**src/hw/svt_pkg.sv**
```systemverilog
// Package for the secure vector / tamper / random block.
// Assumes one 100 MHz clock; machine cycle enable derived inside the top.
package svt_pkg;
	// ----------------------------------------
	// Register map (special-function space)
	// ----------------------------------------
	localparam logic [7:0] SVT_RANDOM_VALUE_ADDR = 8'hcf;
	localparam logic [7:0] SVT_RANDOM_READY_CONTROL_ADDR = 8'hd8;
	localparam int SVT_READY_BIT = 7;
	localparam logic [7:0] SVT_RAND_EMPTY = 8'h00;
	// ----------------------------------------
	// Vector memory
	// ----------------------------------------
	localparam int SVT_VEC_BYTES = 48;
	localparam logic [15:0] SVT_VEC_LIMIT = 16'h0030;
	localparam logic [7:0] SVT_VEC_CLEAR = 8'h00;
	// ----------------------------------------
	// Timing
	// ----------------------------------------
	localparam int SVT_CLK_MHZ = 100;
	localparam int SVT_RAND_TIME_US = 160;
	localparam int SVT_RAND_CYCLES = SVT_RAND_TIME_US * SVT_CLK_MHZ;
	localparam int SVT_MC_CLOCKS = 12;
	localparam int SVT_TAMPER_EXIT_MC = 1792;
	localparam int SVT_DEBOUNCE_CYCLES = 16;
	localparam int SVT_KEY_BITS = 80;
	localparam logic [15:0] SVT_LFSR_SEED = 16'hace1;
	localparam logic [15:0] SVT_LFSR_TAPS = 16'hb400;
	// ----------------------------------------
	// Tamper state machine
	// ----------------------------------------
	typedef enum logic [2:0] {
		SVT_T_IDLE = 3'b001,
		SVT_T_ACTIVE = 3'b010,
		SVT_T_EXIT = 3'b100
	} svt_tamper_t;
endpackage

```
**src/hw/svt_top.sv**
```systemverilog
// Secure vector memory, tamper erase and random generator.
// Assumes the core presents program accesses and SFR accesses on sys_clk;
// tamper and supply-good inputs are asynchronous pins.
//
// Contract
// - 48-byte internal vector memory replaces low program
// - Loader writes to vectors go inside automatically
// - Vector memory erased on unlock or tamper
// - Addresses below 30h served from vector memory
// - Vector bytes never written to external memory
// - Dummy external accesses continue during vector access
// - Vector memory used only when encryption enabled
// - Tamper input active high, any supply level
// - Tamper input debounced; short pulses rejected
// - Accepted tamper clears the security lock
// - Tamper cuts supply, floats strobes, grounds bus
// - Tamper exits 1792 machine cycles after release
// - Tamper erases key and vector memory
// - Random byte readable at SFR random_value
// - Reading random byte starts next generation
// - New byte ready about 160 us later
// - Ready flag bit 7 at 0D8h sets
// - Read before ready returns zero
// - Loader key material comes from generator
// - Locked device denies loader memory access
// - Loader re-entry picks fresh candidate key
// - Unlock lets loader overwrite external memory
`timescale 1ns/1ps
`default_nettype none
module svt_top
	import svt_pkg::*;
#(
	parameter int RAND_CYCLES = SVT_RAND_CYCLES,
	parameter int EXIT_MC = SVT_TAMPER_EXIT_MC,
	parameter int DEBOUNCE = SVT_DEBOUNCE_CYCLES
) (
	input wire logic sys_clk,
	input wire logic rst,
	// Program memory access from core / loader
	input wire logic prog_req,
	input wire logic prog_we,
	input wire logic [15:0] prog_addr,
	input wire logic [7:0] prog_wdata,
	output logic [7:0] prog_rdata,
	output logic prog_internal,
	output logic ext_req,
	output logic ext_we,
	output logic ext_dummy,
	// SFR access
	input wire logic sfr_rd,
	input wire logic sfr_wr,
	input wire logic [7:0] sfr_addr,
	input wire logic [7:0] sfr_wdata,
	output logic [7:0] sfr_rdata,
	// Security state
	input wire logic lock_set,
	input wire logic unlock_req,
	input wire logic encrypt_en,
	input wire logic loader_active,
	output logic lock_q,
	output logic loader_mem_ok,
	output logic nv_overwrite_q,
	output logic [SVT_KEY_BITS-1:0] key_q,
	// Tamper pins
	input wire logic tamper_erase_input,
	input wire logic supply_good,
	output logic tamper_active,
	output logic memory_supply_output,
	output logic memory_chip_selects_oe_n,
	output logic bus_ground
);
	// ----------------------------------------
	// Input synchronisers
	// ----------------------------------------
	logic tin_s1_q, tin_s2_q, sg_s1_q, sg_s2_q;
	always_ff @(posedge sys_clk) begin
		if (rst) begin
			tin_s1_q <= 1'b0;
			tin_s2_q <= 1'b0;
			sg_s1_q <= 1'b0;
			sg_s2_q <= 1'b0;
		end else begin
			tin_s1_q <= tamper_erase_input;
			tin_s2_q <= tin_s1_q;
			sg_s1_q <= supply_good;
			sg_s2_q <= sg_s1_q;
		end
	end

	// ----------------------------------------
	// Debounce and tamper state
	// ----------------------------------------
	logic [15:0] deb_q;
	logic tamper_hit;
	always_ff @(posedge sys_clk) begin
		if (rst || !tin_s2_q) begin
			deb_q <= 16'h0000; // Short pulses restart the count
		end else if (deb_q != 16'(DEBOUNCE)) begin
			deb_q <= deb_q + 16'h0001;
		end
	end
	// Works from supply alone, no supply gating on acceptance
	assign tamper_hit = (deb_q == 16'(DEBOUNCE - 1)) && tin_s2_q;

	// Machine-cycle enable
	logic [3:0] mc_q;
	logic mc_en;
	always_ff @(posedge sys_clk) begin
		if (rst || mc_en) begin
			mc_q <= 4'h0;
		end else begin
			mc_q <= mc_q + 4'h1;
		end
	end
	assign mc_en = (mc_q == 4'(SVT_MC_CLOCKS - 1));

	svt_tamper_t tst_q;
	logic [11:0] exit_q;
	always_ff @(posedge sys_clk) begin
		if (rst) begin
			tst_q <= SVT_T_IDLE;
			exit_q <= 12'h000;
		end else begin
			case (tst_q)
				SVT_T_IDLE: begin
					if (tamper_hit) begin
						tst_q <= SVT_T_ACTIVE;
					end
				end
				SVT_T_ACTIVE: begin
					if (sg_s2_q && !tin_s2_q) begin
						tst_q <= SVT_T_EXIT;
						exit_q <= 12'h000;
					end
				end
				SVT_T_EXIT: begin
					if (!sg_s2_q || tin_s2_q) begin
						tst_q <= SVT_T_ACTIVE;
					end else if (mc_en) begin
						if (exit_q == 12'(EXIT_MC - 1)) begin
							tst_q <= SVT_T_IDLE; // Leaves after full hold
						end else begin
							exit_q <= exit_q + 12'h001;
						end
					end
				end
				default: tst_q <= SVT_T_IDLE;
			endcase
		end
	end
	assign tamper_active = (tst_q != SVT_T_IDLE);

	// Erase pins while tamper holds
	assign memory_supply_output = !tamper_active;
	assign memory_chip_selects_oe_n = tamper_active;
	assign bus_ground = tamper_active;

	// ----------------------------------------
	// Security lock and key
	// ----------------------------------------
	logic unlock_evt, loader_prev_q, cand_valid_q;
	logic [SVT_KEY_BITS-1:0] cand_q;
	assign unlock_evt = (unlock_req && lock_q) || tamper_hit;
	always_ff @(posedge sys_clk) begin
		if (rst) begin
			lock_q <= 1'b0;
		end else if (tamper_hit) begin
			lock_q <= 1'b0; // Tamper clears lock like unlock
		end else if (unlock_req) begin
			lock_q <= 1'b0;
		end else if (lock_set) begin
			lock_q <= 1'b1;
		end
	end
	// Locked device keeps loader off memory
	assign loader_mem_ok = loader_active && !lock_q && !tamper_active;

	// Loader erase of external memory after unlock
	always_ff @(posedge sys_clk) begin
		if (rst) begin
			nv_overwrite_q <= 1'b0;
		end else if (unlock_req && lock_q) begin
			nv_overwrite_q <= 1'b1;
		end else if (!loader_active) begin
			nv_overwrite_q <= 1'b0;
		end
	end

	// Random source: free-running LFSR sampled per byte
	logic [15:0] lfsr_q;
	always_ff @(posedge sys_clk) begin
		if (rst) begin
			lfsr_q <= SVT_LFSR_SEED;
		end else begin
			lfsr_q <= {1'b0, lfsr_q[15:1]} ^ (lfsr_q[0] ? SVT_LFSR_TAPS : 16'h0000);
		end
	end

	// Candidate key refresh on loader entry, install on first access
	always_ff @(posedge sys_clk) begin
		loader_prev_q <= rst ? 1'b0 : loader_active;
		if (rst) begin
			cand_q <= '0;
			cand_valid_q <= 1'b0;
			key_q <= '0;
		end else if (unlock_evt) begin
			key_q <= '0; // Key destroyed
			cand_valid_q <= 1'b0;
		end else if (loader_active && !loader_prev_q) begin
			cand_q <= {cand_q[SVT_KEY_BITS-17:0], lfsr_q}; // Key from generator
			cand_valid_q <= 1'b1; // Fresh candidate each entry
		end else if (cand_valid_q && prog_req && loader_mem_ok) begin
			key_q <= cand_q; // Installed on next loader access
			cand_valid_q <= 1'b0;
		end
	end

	// ----------------------------------------
	// Vector memory path
	// ----------------------------------------
	logic vec_hit;
	logic [7:0] vec_rdata;
	// Low region internal only with encryption on
	assign vec_hit = encrypt_en && (prog_addr < SVT_VEC_LIMIT);
	// Loader writes land inside automatically
	svt_vec_ram #(.DEPTH(SVT_VEC_BYTES)) u_vec ( // Internal vector store
		.sys_clk(sys_clk),
		.rst(rst),
		.erase(unlock_evt), // Erase on unlock or tamper
		.wr_en(prog_req && prog_we && vec_hit && !tamper_active),
		.addr(prog_addr[5:0]),
		.wr_data(prog_wdata),
		.rd_data(vec_rdata)
	);
	assign prog_rdata = vec_rdata;
	assign prog_internal = prog_req && vec_hit;
	// Bus keeps cycling; vector writes never reach it
	assign ext_req = prog_req && !tamper_active;
	assign ext_we = prog_req && prog_we && !vec_hit && !tamper_active;
	assign ext_dummy = prog_req && vec_hit && !tamper_active;

	// ----------------------------------------
	// Random value register and ready flag
	// ----------------------------------------
	logic rd_rand, ready_q;
	logic [7:0] rand_q;
	logic [15:0] gen_q;
	assign rd_rand = sfr_rd && (sfr_addr == SVT_RANDOM_VALUE_ADDR);
	always_ff @(posedge sys_clk) begin
		if (rst || rd_rand) begin
			gen_q <= 16'(RAND_CYCLES - 1); // Read restarts generation
		end else if (gen_q != 16'h0000) begin
			gen_q <= gen_q - 16'h0001; // About 160 us to develop
		end
	end
	always_ff @(posedge sys_clk) begin
		if (rst) begin
			ready_q <= 1'b0;
			rand_q <= SVT_RAND_EMPTY;
		end else if (gen_q == 16'h0001 && !rd_rand) begin
			ready_q <= 1'b1; // Flag sets on fresh byte
			rand_q <= lfsr_q[7:0];
		end else if (rd_rand) begin
			ready_q <= 1'b0; // Cleared by read
			rand_q <= SVT_RAND_EMPTY;
		end
	end

	// SFR read mux; unready value reads as zero
	always_comb begin
		sfr_rdata = 8'h00;
		if (sfr_addr == SVT_RANDOM_VALUE_ADDR) begin
			sfr_rdata = ready_q ? rand_q : SVT_RAND_EMPTY;
		end else if (sfr_addr == SVT_RANDOM_READY_CONTROL_ADDR) begin
			sfr_rdata[SVT_READY_BIT] = ready_q;
		end
	end

	// ----------------------------------------
	// Assertions
	// ----------------------------------------
	property p_tamper_unlock;
		@(posedge sys_clk) disable iff (rst) tamper_hit |=> !lock_q && tamper_active;
	endproperty
	a_tamper_unlock: assert property (p_tamper_unlock) else $error("Tamper did not clear lock");
	property p_tamper_pins;
		@(posedge sys_clk) disable iff (rst) tamper_active |-> !memory_supply_output && bus_ground && !ext_req;
	endproperty
	a_tamper_pins: assert property (p_tamper_pins) else $error("Tamper pins not safe");
	property p_debounce;
		@(posedge sys_clk) disable iff (rst) tamper_hit |-> $past(tin_s2_q, DEBOUNCE - 1) && tin_s2_q;
	endproperty
	a_debounce: assert property (p_debounce) else $error("Glitch accepted");
	property p_key_erase;
		@(posedge sys_clk) disable iff (rst) unlock_evt |=> key_q == '0;
	endproperty
	a_key_erase: assert property (p_key_erase) else $error("Key survived erase");
	property p_read_clears;
		@(posedge sys_clk) disable iff (rst) rd_rand |=> !ready_q [*3];
	endproperty
	a_read_clears: assert property (p_read_clears) else $error("Ready not cleared");
	property p_zero_unready;
		@(posedge sys_clk) disable iff (rst) (sfr_addr == SVT_RANDOM_VALUE_ADDR) && !ready_q |-> sfr_rdata == 8'h00;
	endproperty
	a_zero_unready: assert property (p_zero_unready) else $error("Unready value not zero");
	property p_flag_bit;
		@(posedge sys_clk) disable iff (rst) (sfr_addr == SVT_RANDOM_READY_CONTROL_ADDR) |-> sfr_rdata[SVT_READY_BIT] == ready_q;
	endproperty
	a_flag_bit: assert property (p_flag_bit) else $error("Flag bit wrong");
	property p_no_ext_vec_write;
		@(posedge sys_clk) disable iff (rst) prog_req && vec_hit |-> !ext_we && (ext_dummy || tamper_active);
	endproperty
	a_no_ext_vec_write: assert property (p_no_ext_vec_write) else $error("Vector hit leaked");
	property p_locked_loader;
		@(posedge sys_clk) disable iff (rst) lock_q |-> !loader_mem_ok;
	endproperty
	a_locked_loader: assert property (p_locked_loader) else $error("Loader access while locked");
	c_tamper: cover property (@(posedge sys_clk) disable iff (rst) tamper_hit);
	c_ready: cover property (@(posedge sys_clk) disable iff (rst) $rose(ready_q));
	c_exit: cover property (@(posedge sys_clk) disable iff (rst) tst_q == SVT_T_EXIT ##1 tst_q == SVT_T_IDLE);
endmodule
`default_nettype wire

```
**src/hw/svt_vec_ram.sv**
```systemverilog
// 48-byte vector memory with whole-array erase.
// Assumes sys_clk domain; erase has priority over write.
`timescale 1ns/1ps
`default_nettype none
module svt_vec_ram
	import svt_pkg::*;
#(
	parameter int DEPTH = SVT_VEC_BYTES
) (
	input wire logic sys_clk,
	input wire logic rst,
	input wire logic erase,
	input wire logic wr_en,
	input wire logic [5:0] addr,
	input wire logic [7:0] wr_data,
	output logic [7:0] rd_data
);
	logic [7:0] mem_q [DEPTH];

	// ----------------------------------------
	// Storage, erased per entry
	// ----------------------------------------
	for (genvar i = 0; i < DEPTH; i++) begin : g_ent
		always_ff @(posedge sys_clk) begin
			if (rst || erase) begin
				mem_q[i] <= SVT_VEC_CLEAR; // Contents destroyed at once
			end else if (wr_en && addr == 6'(i)) begin
				mem_q[i] <= wr_data;
			end
		end
	end

	// Registered read port
	always_ff @(posedge sys_clk) begin
		if (rst || erase) begin
			rd_data <= SVT_VEC_CLEAR;
		end else if (int'(addr) < DEPTH) begin
			rd_data <= mem_q[addr];
		end else begin
			rd_data <= SVT_VEC_CLEAR;
		end
	end
endmodule
`default_nettype wire

```
**config.mk**
```make
export PLATFORM = sky130hd
export DESIGN_NAME = svt_top
export DESIGN_NICKNAME = d
export VERILOG_FILES = /design/src/hw/svt_pkg.sv /design/src/hw/svt_top.sv /design/src/hw/svt_vec_ram.sv
export SDC_FILE = /design/constraint.sdc
export NUM_CORES = 1
export LEC_CHECK = 0
export ABC_AREA = 1
export BUFFER_PORTS_ARGS = -buffer_cell sky130_fd_sc_hd__buf_2
export CELL_PAD_IN_SITES_DETAIL_PLACEMENT = 2
export CELL_PAD_IN_SITES_GLOBAL_PLACEMENT = 2
export CORE_MARGIN = 4
export CORE_UTILIZATION = 39
export DETAILED_ROUTE_END_ITERATION = 6
export PLACE_DENSITY = 0.78
export SLEW_MARGIN = 20
export SYNTH_ARGS = -nofsm -noshare
export SYNTH_HDL_FRONTEND = slang
export SYNTH_SLANG_ARGS = --single-unit
```
**constraint.sdc**
```tcl
create_clock -name sys_clk -period 2.5 [get_ports sys_clk]
set_clock_uncertainty 0.1 [all_clocks]
set_input_delay 0.25 -clock sys_clk [delete_from_list [all_inputs] [get_ports sys_clk]]
set_output_delay 0.25 -clock sys_clk [all_outputs]
set_load 0.05 [all_outputs]
```
Word level (Yosys, flattened, before mapping)
Memory sizes are Yosys's and may differ from the RTL's. A register that Yosys moved wholly into a read port is not among the register bits. Cells that the tools add are included.

Memories kept: 1. Memory bits (writable): 384. Word-level logic and storage cells: 453. Flip-flop bits (word level): 244. Output and inout port bits: 107. Input bits: 52.

Muxes and demuxes: 218. Add/subtract/negate cells: 4. Magnitude comparators: 2. Bitwise operators: 52. Equality and inequality tests: 66. Reductions and logical operators: 92.

Memories: u_vec.mem_q (words 48, bits a word 8, rd ports 1, clocked after Yosys merged registers in 1, write ports 48, line svt_vec_ram.sv:18) `logic [7:0] mem_q [DEPTH];`.

Operators by type and width (count): two-way mux 8 bit (51); two-way mux 1 bit (154); equality test 6 x 5 -> 1 bit, second input constant (16); equality test 6 bit, second input constant (16); logical AND 1 bit (67); equality test 6 x 4 -> 1 bit, second input constant (8); two-way mux 12 bit (4); bitwise OR 1 bit (48); equality test 6 x 3 -> 1 bit, second input constant (4); one-hot mux 12 bit (2 select lines) (1); adder 16 x 1 -> 16 bit, second input constant (1); equality test 16 x 1 -> 1 bit, second input constant (1); equality test 16 x 4 -> 1 bit, second input constant (1); equality test 8 bit, second input constant (2); less-than comparator 16 x 6 -> 1 bit, second input constant (1); two-way mux 16 bit (1); != test 16 x 5 -> 1 bit, second input constant (1); nonzero test 16 bit (1); subtractor 16 x 1 -> 16 bit, second input constant (1); XOR 15 x 16 -> 16 bit (1); two-way mux 3 bit (5); adder 12 x 1 -> 12 bit, second input constant (1); equality test 12 x 11 -> 1 bit, second input constant (1); equality test 6 x 2 -> 1 bit, second input constant (2); 23 further kinds (45).

Longest topological paths before layout
Gate-level depths: netlist (run 1).

Depth in word-level cells: 9. Mapped depth: 14. Depth with buffers taken out: 11.

Modules after synthesis
From an unflattened synthesis (run 1), not the netlist that was laid out.

Cells, all modules: 3735. Area total of the unflattened synthesis: 29408.2 um^2.

By module, submodules not included: svt_vec_ram (cells an instance 2107, area each 18829.3 um^2, times used 1, seq. area each 11691.2 um^2); svt_top (cells an instance 1628, area each 10578.9 um^2, times used 1, seq. area each 4884.7 um^2).

Least setup slack after synthesis (run 1)
OpenSTA, ideal clock, no wires.

Kind: reg-to-reg. Start: register tst_q[2]. End: memory u_vec.mem_q[2][0], enable pin. Library setup time: 0.329 ns. Buffers on the path: 2. Data arrival time: 2.432 ns. Path slack: -0.361 ns. Period minus slack after synthesis: 2.861 ns. Stages on the path, launching flop included: 10. Path through: dfxtp_1 -> inv_1 -> nand3_2 -> nor2_2 -> nand3_2 -> nor2_4 -> buf_6 -> buf_8 -> nand4_4 -> nand2_1.

RTL lines: start, declared (line svt_top.sv:117) `svt_tamper_t tst_q;`; start signal, assigned (line svt_top.sv:121) `tst_q <= SVT_T_IDLE;`; start signal, assigned (line svt_top.sv:127) `tst_q <= SVT_T_ACTIVE;`; start signal, assigned (line svt_top.sv:132) `tst_q <= SVT_T_EXIT;`; end, declared (line svt_vec_ram.sv:18).

Final worst setup path (run 1)
Start: register tst_q[2]. End: output loader_mem_ok.

Longest elaborated chain between the ends: 3.

RTL lines: != test 3 x 1 -> 1 bit (line svt_top.sv:151) `assign tamper_active = (tst_q != SVT_T_IDLE);`; logical NOT 1 bit (line svt_top.sv:176) `assign loader_mem_ok = loader_active && !lock_q && !tamper_active;`; logical AND 1 bit (line svt_top.sv:176); end, declared (line svt_top.sv:61) `output logic loader_mem_ok,`.

Every way passes these cells.

==> impl_results.md, run 1 <==
* Slew margin rel. at 0.487
* Setup violators final at 0
* WP data arrival at 2.09 ns
* CP Cell Sequence: inv_1 > nand3_4 > buf_4 > nor3_1 > clkbuf_4
* Initial antenna violation count at 0
* Synth top area share at 0.392
* Min Clock Period, post-route at 2.44 ns
* Clock root cell: clkbuf_16
* Pin count of the biggest net entering global routing at 72
* Worst-skew pair later-pin latency at 0.62 ns
* Fmax at 410 MHz
* Antenna diodes at 0
* Clock slew at reported path FFs at 0.06 ns
* Cell variety after synth at 42
* Vias in the first global route at 26,400
* Critical path's top delay family: buffers and inverters
* Status: complete, no violations
* Sequential share of power at 0.456
* Syn_nets at 3,296
* Synth area leaders: edfxtp_1, dfxtp_1, nand2_1
* Max-cap violations at 0
* Top Ports at 159
* Worst hold path type: primary input to flop
* Antenna Nets Post-Route at 0
* Async S/R FF share, synth at 0
* Core area at 0.0746 mm^2
* Setup TNS at 0 ns
* Warnings, synthesis at 0
* Synth Instances at 3,237
* Clock sinks at 636
* Die height at 283 um
* GRT Total Usage at 0.248
* Total Power Consumption at 25.9 mW
* WL per Instance at 22.7 um
* DR vias at 23,900
* TritonRoute pass-1 iters at 5
* Leakage at 14.4 nW
* TritonCTS buffer count at 73
* Ratio of cells with drive above 1 in the final layout at 0.212
* Starting Density at 0.394
* Max incr delay on CP at 0.38 ns
* Switch Pwr at 7.03 mW
* Routability Congestion at 0.826
* Worst Setup Path Type: flop to output pin
* Initial DRC Count at 1,264
* Final hold vios at 0
* Critical Path Fanout Max at 7
* Grt total ovfl at 0
* Cell Count, Final, Fillers Out at 4,429
* Post-Place Cells at 4,278
* Startpoint class of the critical path: flop
* Sw frac at 0.272
* Final Max Slew Viols at 0
* H-Tree Depth at 3
* First-pass GRT wire length at 154,000 um
* Ys flop type: edfxtp_1
* Synth Cell Area at 0.0294 mm^2
* Mean Syn Cell Area at 9.08 um^2
* Post-synth EDFFs at 384
* Max VDD drop at 0.457 mV
* Die width at 283 um
* Post-Place Cell Area at 0.0321 mm^2
* Gate power share at 0.114
* Power Density at 740 mW/mm^2
* Commonest non-fill, non-tap cell in the layout: nand2_1
* Flip-flop and latch count after synthesis at 636
* Worst-case clock buffer depth at 3
* Vias per std cell at 5.38
* Slowest-stage cell, CP: nor3_1
* Biggest area consumer among synthesized cells: edfxtp_1
* Unrepaired setup endpoints after global routing: yes
* Number of remaining DRC errors at 0
* TritonCTS clock tree: built
* Crit end category: output pin
* Buf/Inv on CP at 3
* Clk pwr share at 0.429
* Post-DP HPWL at 64,700 um
* Worst Path Required at 2.15 ns
* Growth of design area from synthesis to finish at 18.9%
* Nets at 3,459
* Port Buffers at 149
* # rows at 100
* Routed wire length at 101,000 um
* Commonest cells after routing, fill and taps aside: nand2_1, edfxtp_1, dfxtp_1, nor3_1, inv_1
* Finished Cell Area at 0.0349 mm^2
* Sequential share of the synthesized area at 0.564
* Fin crit share at 0.975
* Internal at 18.8 mW
* Die footprint at 0.0798 mm^2
* Slew @ Worst Pin at 0.768 ns
-- what timing repair did --
item / CTS / global route
buffers inserted: 0 / 7
endpoints found under the setup margin: 100 / 688
pin swaps: 0 / 1
hold buffers: 5 / 0
cloned: 0 / 4
gates resized for setup: 4 / 47
hold endpoints to repair: 4 / 0
-- metrics by stage --
stage          setup slack, ns   util  hold slack [ns]
2_1_floorplan          -0.0229      -            0.257
3_3_place_gp             0.131  0.431            0.301
3_5_place_dp            0.0282  0.431            0.306
4_1_cts                -0.0322  0.465           0.0285
5_1_grt                -0.0629  0.469           0.0516
6_report                0.0631  0.469           0.0482
-- sequential cells by signal, indices dropped and copies added (netlist names), 3 cells and up --
signal         count
u_vec.mem_q      384
cand_q            80
key_q             80
deb_q             16
gen_q             16
lfsr_q            16
exit_q            12
rand_q             8
u_vec.rd_data      8
mc_q               4
tst_q              3
-- cell type report --
class                      instances  area, um^2
sequential                       636       16600
clock inverter                    44         448
tap                              969        1210
inverter                         188         711
fill                            7863       39600
multi-input combinational       2178       11200
timing repair buffer             323        2750
clock buffer                      91        2020
-- cells by family (layout without fill, tap and decap cells) --
group                      after synthesis  in the layout  synth area share
buffers and inverters                  423            646            0.0604
adders and majority gates                7              7           0.00298
xor gates and xnor gates                20             20           0.00596
AOI/OAI and AO/OA                      332            332            0.0643
DFF                                    636            636             0.564
and+or+nand+nor                       1819           1819             0.302
-- path summary, 6_finish.rpt --
| path | startpoint | slack, ns | depth (start not counted) | endpoint |
|---|---|---|---|---|
| setup / recovery | tst_q[2]$_SDFFE_PP0P_ | 0.06 | 5 | loader_mem_ok |
| hold / removal | unlock_req | 0.05 | 3 | nv_overwrite_q$_SDFFE_PP0P_ |
| setup reg to reg | deb_q[0]$_SDFFE_PP0P_ | 0.08 | 10 | u_vec.mem_q[19][4]$_SDFFCE_PN0P_ |
| hold reg to reg | tin_s1_q$_SDFF_PP0_ | 0.32 | 2 | tin_s2_q$_SDFF_PP0_ |
-- synthesized netlist by cell type (all sizes together) (2+ instances only) --
cell,number
nand3,50
clkbuf,123
ha,7
or2,7
dfxtp,252
and3,2
nor3b,2
o21ai,136
buf,112
xnor2,8
nor3,402
nand2,1120
xor2,12
nand4,53
a211oi,80
a21oi,108
edfxtp,384
nor2,177
nor4,5
clkinv,3
a31oi,2
inv,185
-- power groups by stage --
stage                     clock network (mW)  logic (mW)  registers [mW]
after floorplan                            0        1.66            12.1
after global placement                     0        2.74            12.0
after detailed placement                   0        2.86            12.0
after CTS                               11.3        2.91            11.8
after global routing                    11.8        3.20            11.8
final                                   11.1        2.96            11.8
-- worst register-to-register path: stages (launching register included) --
cell     delay, ns
dfxtp_1       0.36
ha_1          0.18
nand2_1       0.09
nor2_1        0.10
inv_1         0.08
nor2_2        0.16
nand3_2       0.15
nand3_4       0.20
inv_2         0.10
buf_12        0.19
nand2_1       0.36
-- layer usage --
| metal | global-route usage | part of all wire | vias to the layer above |
|---|---|---|---|
| met5 | 0 | 0 | - |
| met4 | 0.0683 | 0.028 | 0 |
| met3 | 0.0418 | 0.039 | 154 |
| met2 | 0.461 | 0.52 | 448 |
| met1 | 0.294 | 0.41 | 12100 |
| li1 | - | - | 11200 |
Power figures use the tool's default switching activity.
==> run 2, diff against run 1 <==
--- a/config.mk
+++ b/config.mk
@@ -13,6 +13,7 @@
 export CORE_UTILIZATION = 39
 export DETAILED_ROUTE_END_ITERATION = 6
 export PLACE_DENSITY = 0.78
+export SETUP_SLACK_MARGIN = 0.4
 export SLEW_MARGIN = 20
 export SYNTH_ARGS = -nofsm -noshare
 export SYNTH_HDL_FRONTEND = slang
==> impl_results.md, run 2 (synthesis results as in run 1) <==
* Status: complete, no violations
* H-Tree Depth at 3 (unchanged)
* Initial DRC Count at 2,276 (+80%)
* GRT Total Usage at 0.291 (+0.0433)
* Biggest register: u_vec.mem_q
* Ratio of cells with drive above 1 in the final layout at 0.258 (+0.0458)
* Slowest-stage cell, CP: dfxtp_2
* Clock root cell: clkbuf_16
* Buf/Inv on CP at 3 (unchanged)
* Min Clock Period, post-route at 2.49 ns (+0.0506 ns)
* DR vias at 27,000 (+13%)
* Unrepaired setup endpoints after global routing: yes
* Max VDD drop at 0.440 mV (-3.8%)
* Routed wire length at 139,000 um (+38%)
* Number of remaining DRC errors at 0 (unchanged)
* Max-cap violations at 0 (unchanged)
* TritonCTS buffer count at 73 (unchanged)
* Setup TNS at 0 ns (unchanged)
* Worst Setup Path Type: flop to flop
* Sequential share of power at 0.435 (-0.021)
* Fmax at 402 MHz (-2.0%)
* Core area at 0.0746 mm^2 (unchanged)
* Startpoint class of the critical path: flop
* TritonCTS clock tree: built
* Sw frac at 0.300 (+0.0276)
* Power Density at 698 mW/mm^2 (-5.7%)
* Crit end category: flop
* Critical Path Fanout Max at 12 (+5)
* Antenna Nets Post-Route at 0 (unchanged)
* Clk pwr share at 0.418 (-0.011)
* Pin count of the biggest net entering global routing at 78 (+8.3%)
* Internal at 19.1 mW (+1.3%)
* Slew margin rel. at 0.442 (-0.0454)
* Grt total ovfl at 0 (unchanged)
* Switch Pwr at 8.16 mW (+16%)
* Final Max Slew Viols at 0 (unchanged)
* Regs by FF count: u_vec.mem_q (384), cand_q (80), key_q (80)
* Clock sinks at 636 (unchanged)
* CP Cell Sequence: nand3_4 > nor2_4 > nand3_4 > nor2_4 > buf_12 > buf_12 > nand4_2 > buf_4 > nor3_1
* Worst Path Required at 2.81 ns (+0.66 ns)
* TritonRoute pass-1 iters at 5 (unchanged)
* Vias per std cell at 5.96 (+11%)
* Vias in the first global route at 28,600 (+8.5%)
* Cell Count, Final, Fillers Out at 4,533 (+2.3%)
* Starting Density at 0.394 (unchanged)
* Critical path's top delay family: simple AND/OR/NAND/NOR gates
* # rows at 100 (unchanged)
* WP data arrival at 2.79 ns (+0.70 ns)
* Slew @ Worst Pin at 0.836 ns (+0.0680 ns)
* Nets at 3,568 (+3.2%)
* Die width at 283 um (unchanged)
* Gate power share at 0.147 (+0.033)
* Die height at 283 um (unchanged)
* Initial antenna violation count at 2 (+2)
* Growth of design area from synthesis to finish at 32.8%
* Final core utilization at 0.523 (+0.0548)
* Post-DP HPWL at 66,500 um (+2.8%)
* Die footprint at 0.0798 mm^2 (unchanged)
* Setup violators final at 0 (unchanged)
* First-pass GRT wire length at 177,000 um (+15%)
* Port Buffers at 149 (unchanged)
* Post-Place Cells at 4,283 (+0.12%)
* Routability Congestion at 0.809 (-2.2%)
* Worst hold path type: primary input to flop
* Final hold vios at 0 (unchanged)
* Leakage at 16.2 nW (+12%)
* Worst-skew pair later-pin latency at 0.67 ns (+0.05 ns)
* Commonest non-fill, non-tap cell in the layout: nand2_1
* Max reg flops at 384 (unchanged)
* Total Power Consumption at 27.2 mW (+5.3%)
* Max incr delay on CP at 0.40 ns (+0.02 ns)
* Commonest cells after routing, fill and taps aside: nand2_1, edfxtp_1, dfxtp_1, nor3_1, inv_1
* Fin crit share at 0.995 (+0.0202)
* WL per Instance at 30.7 um (+35%)
* Worst-case clock buffer depth at 3 (unchanged)
* Top Ports at 159 (unchanged)
* Clock slew at reported path FFs at 0.07 ns (about the same)
-- run 2: changes by cell type in the layout (fill, tap and decap cells not counted), moves of 8 or more --
cell | before | now
nor3_4 | 0 | 114
nor3_1 | 241 | 180
nor3_2 | 161 | 108
nand2_2 | 42 | 1
nand2_8 | 0 | 35
buf_12 | 41 | 75
buf_16 | 4 | 33
nand2_4 | 0 | 14
clkbuf_16 | 80 | 93
nand4_2 | 28 | 15
nand4_4 | 20 | 33
buf_8 | 0 | 12
clkbuf_1 | 7 | 17
nand2_1 | 1078 | 1070
-- run 2: path summary, 6_finish.rpt --
check / from / endpoint / slack [ns] / depth (start not counted)
worst max-delay path: tst_q[0]$_SDFFE_PP1P_ / u_vec.mem_q[37][3]$_SDFFCE_PN0P_ / 0.01 / 9
worst min-delay path: prog_wdata[0] / u_vec.mem_q[13][0]$_SDFFCE_PN0P_ / 0.05 / 3
worst max register to register: tst_q[0]$_SDFFE_PP1P_ / u_vec.mem_q[37][3]$_SDFFCE_PN0P_ / 0.01 / 9
worst min register to register: sg_s1_q$_SDFF_PP0_ / sg_s2_q$_SDFF_PP0_ / 0.34 / 2
-- run 2: layout make-up --
cell class / instances / area [um^2]
well taps: 969 / 1210
diodes: 1 / 2.50
flip-flops and latches: 636 / 16600
clock buffers: 99 / 2040
repair buffers: 431 / 5050
multi-input cells: 2179 / 13000
inverters: 188 / 731
fillers: 7427 / 35500
clock inverters: 30 / 362
-- run 2: tightest hold or removal path, stage by stage --
cell and delay [ns]:
buf_2 0.08, inv_2 0.14, nor3_4 0.22
-- run 2: timing repair --
item | in CTS | in global routing
hold endpoints to repair | 6 | 0
endpoints found under the setup margin | 952 | 971
buffers inserted | 43 | 25
cloned | 27 | 19
pin swaps | 40 | 128
gates resized for setup | 158 | 254
hold buffers | 6 | 0
-- run 2: metal layers --
layer / routed length (um) / global-route usage
met5: 13 / 0
met4: 8230 / 0.119
met3: 7630 / 0.0469
met2: 72400 / 0.539
met1: 50900 / 0.333
-- run 2: stage by stage --
step	setup slack, ns	hold slack (ns)	cell area (um^2)
finish	0.0125	0.0538	39000
global route	0.0104	0.0641	39000
CTS	0.261	0.0294	37000
detailed placement	-0.116	0.298	32400
global placement	0.00884	0.299	32400
floorplan	0.111	0.257	29700
-- run 2: power groups by stage --
stage	Combinational, mW	Sequential (mW)	Clock (mW)
after global placement	2.79	12.0	0
final	4.00	11.9	11.4
after CTS	3.45	11.8	11.1
after detailed placement	2.92	12.0	0
after global routing	4.17	11.9	11.9
after floorplan	1.70	12.1	0
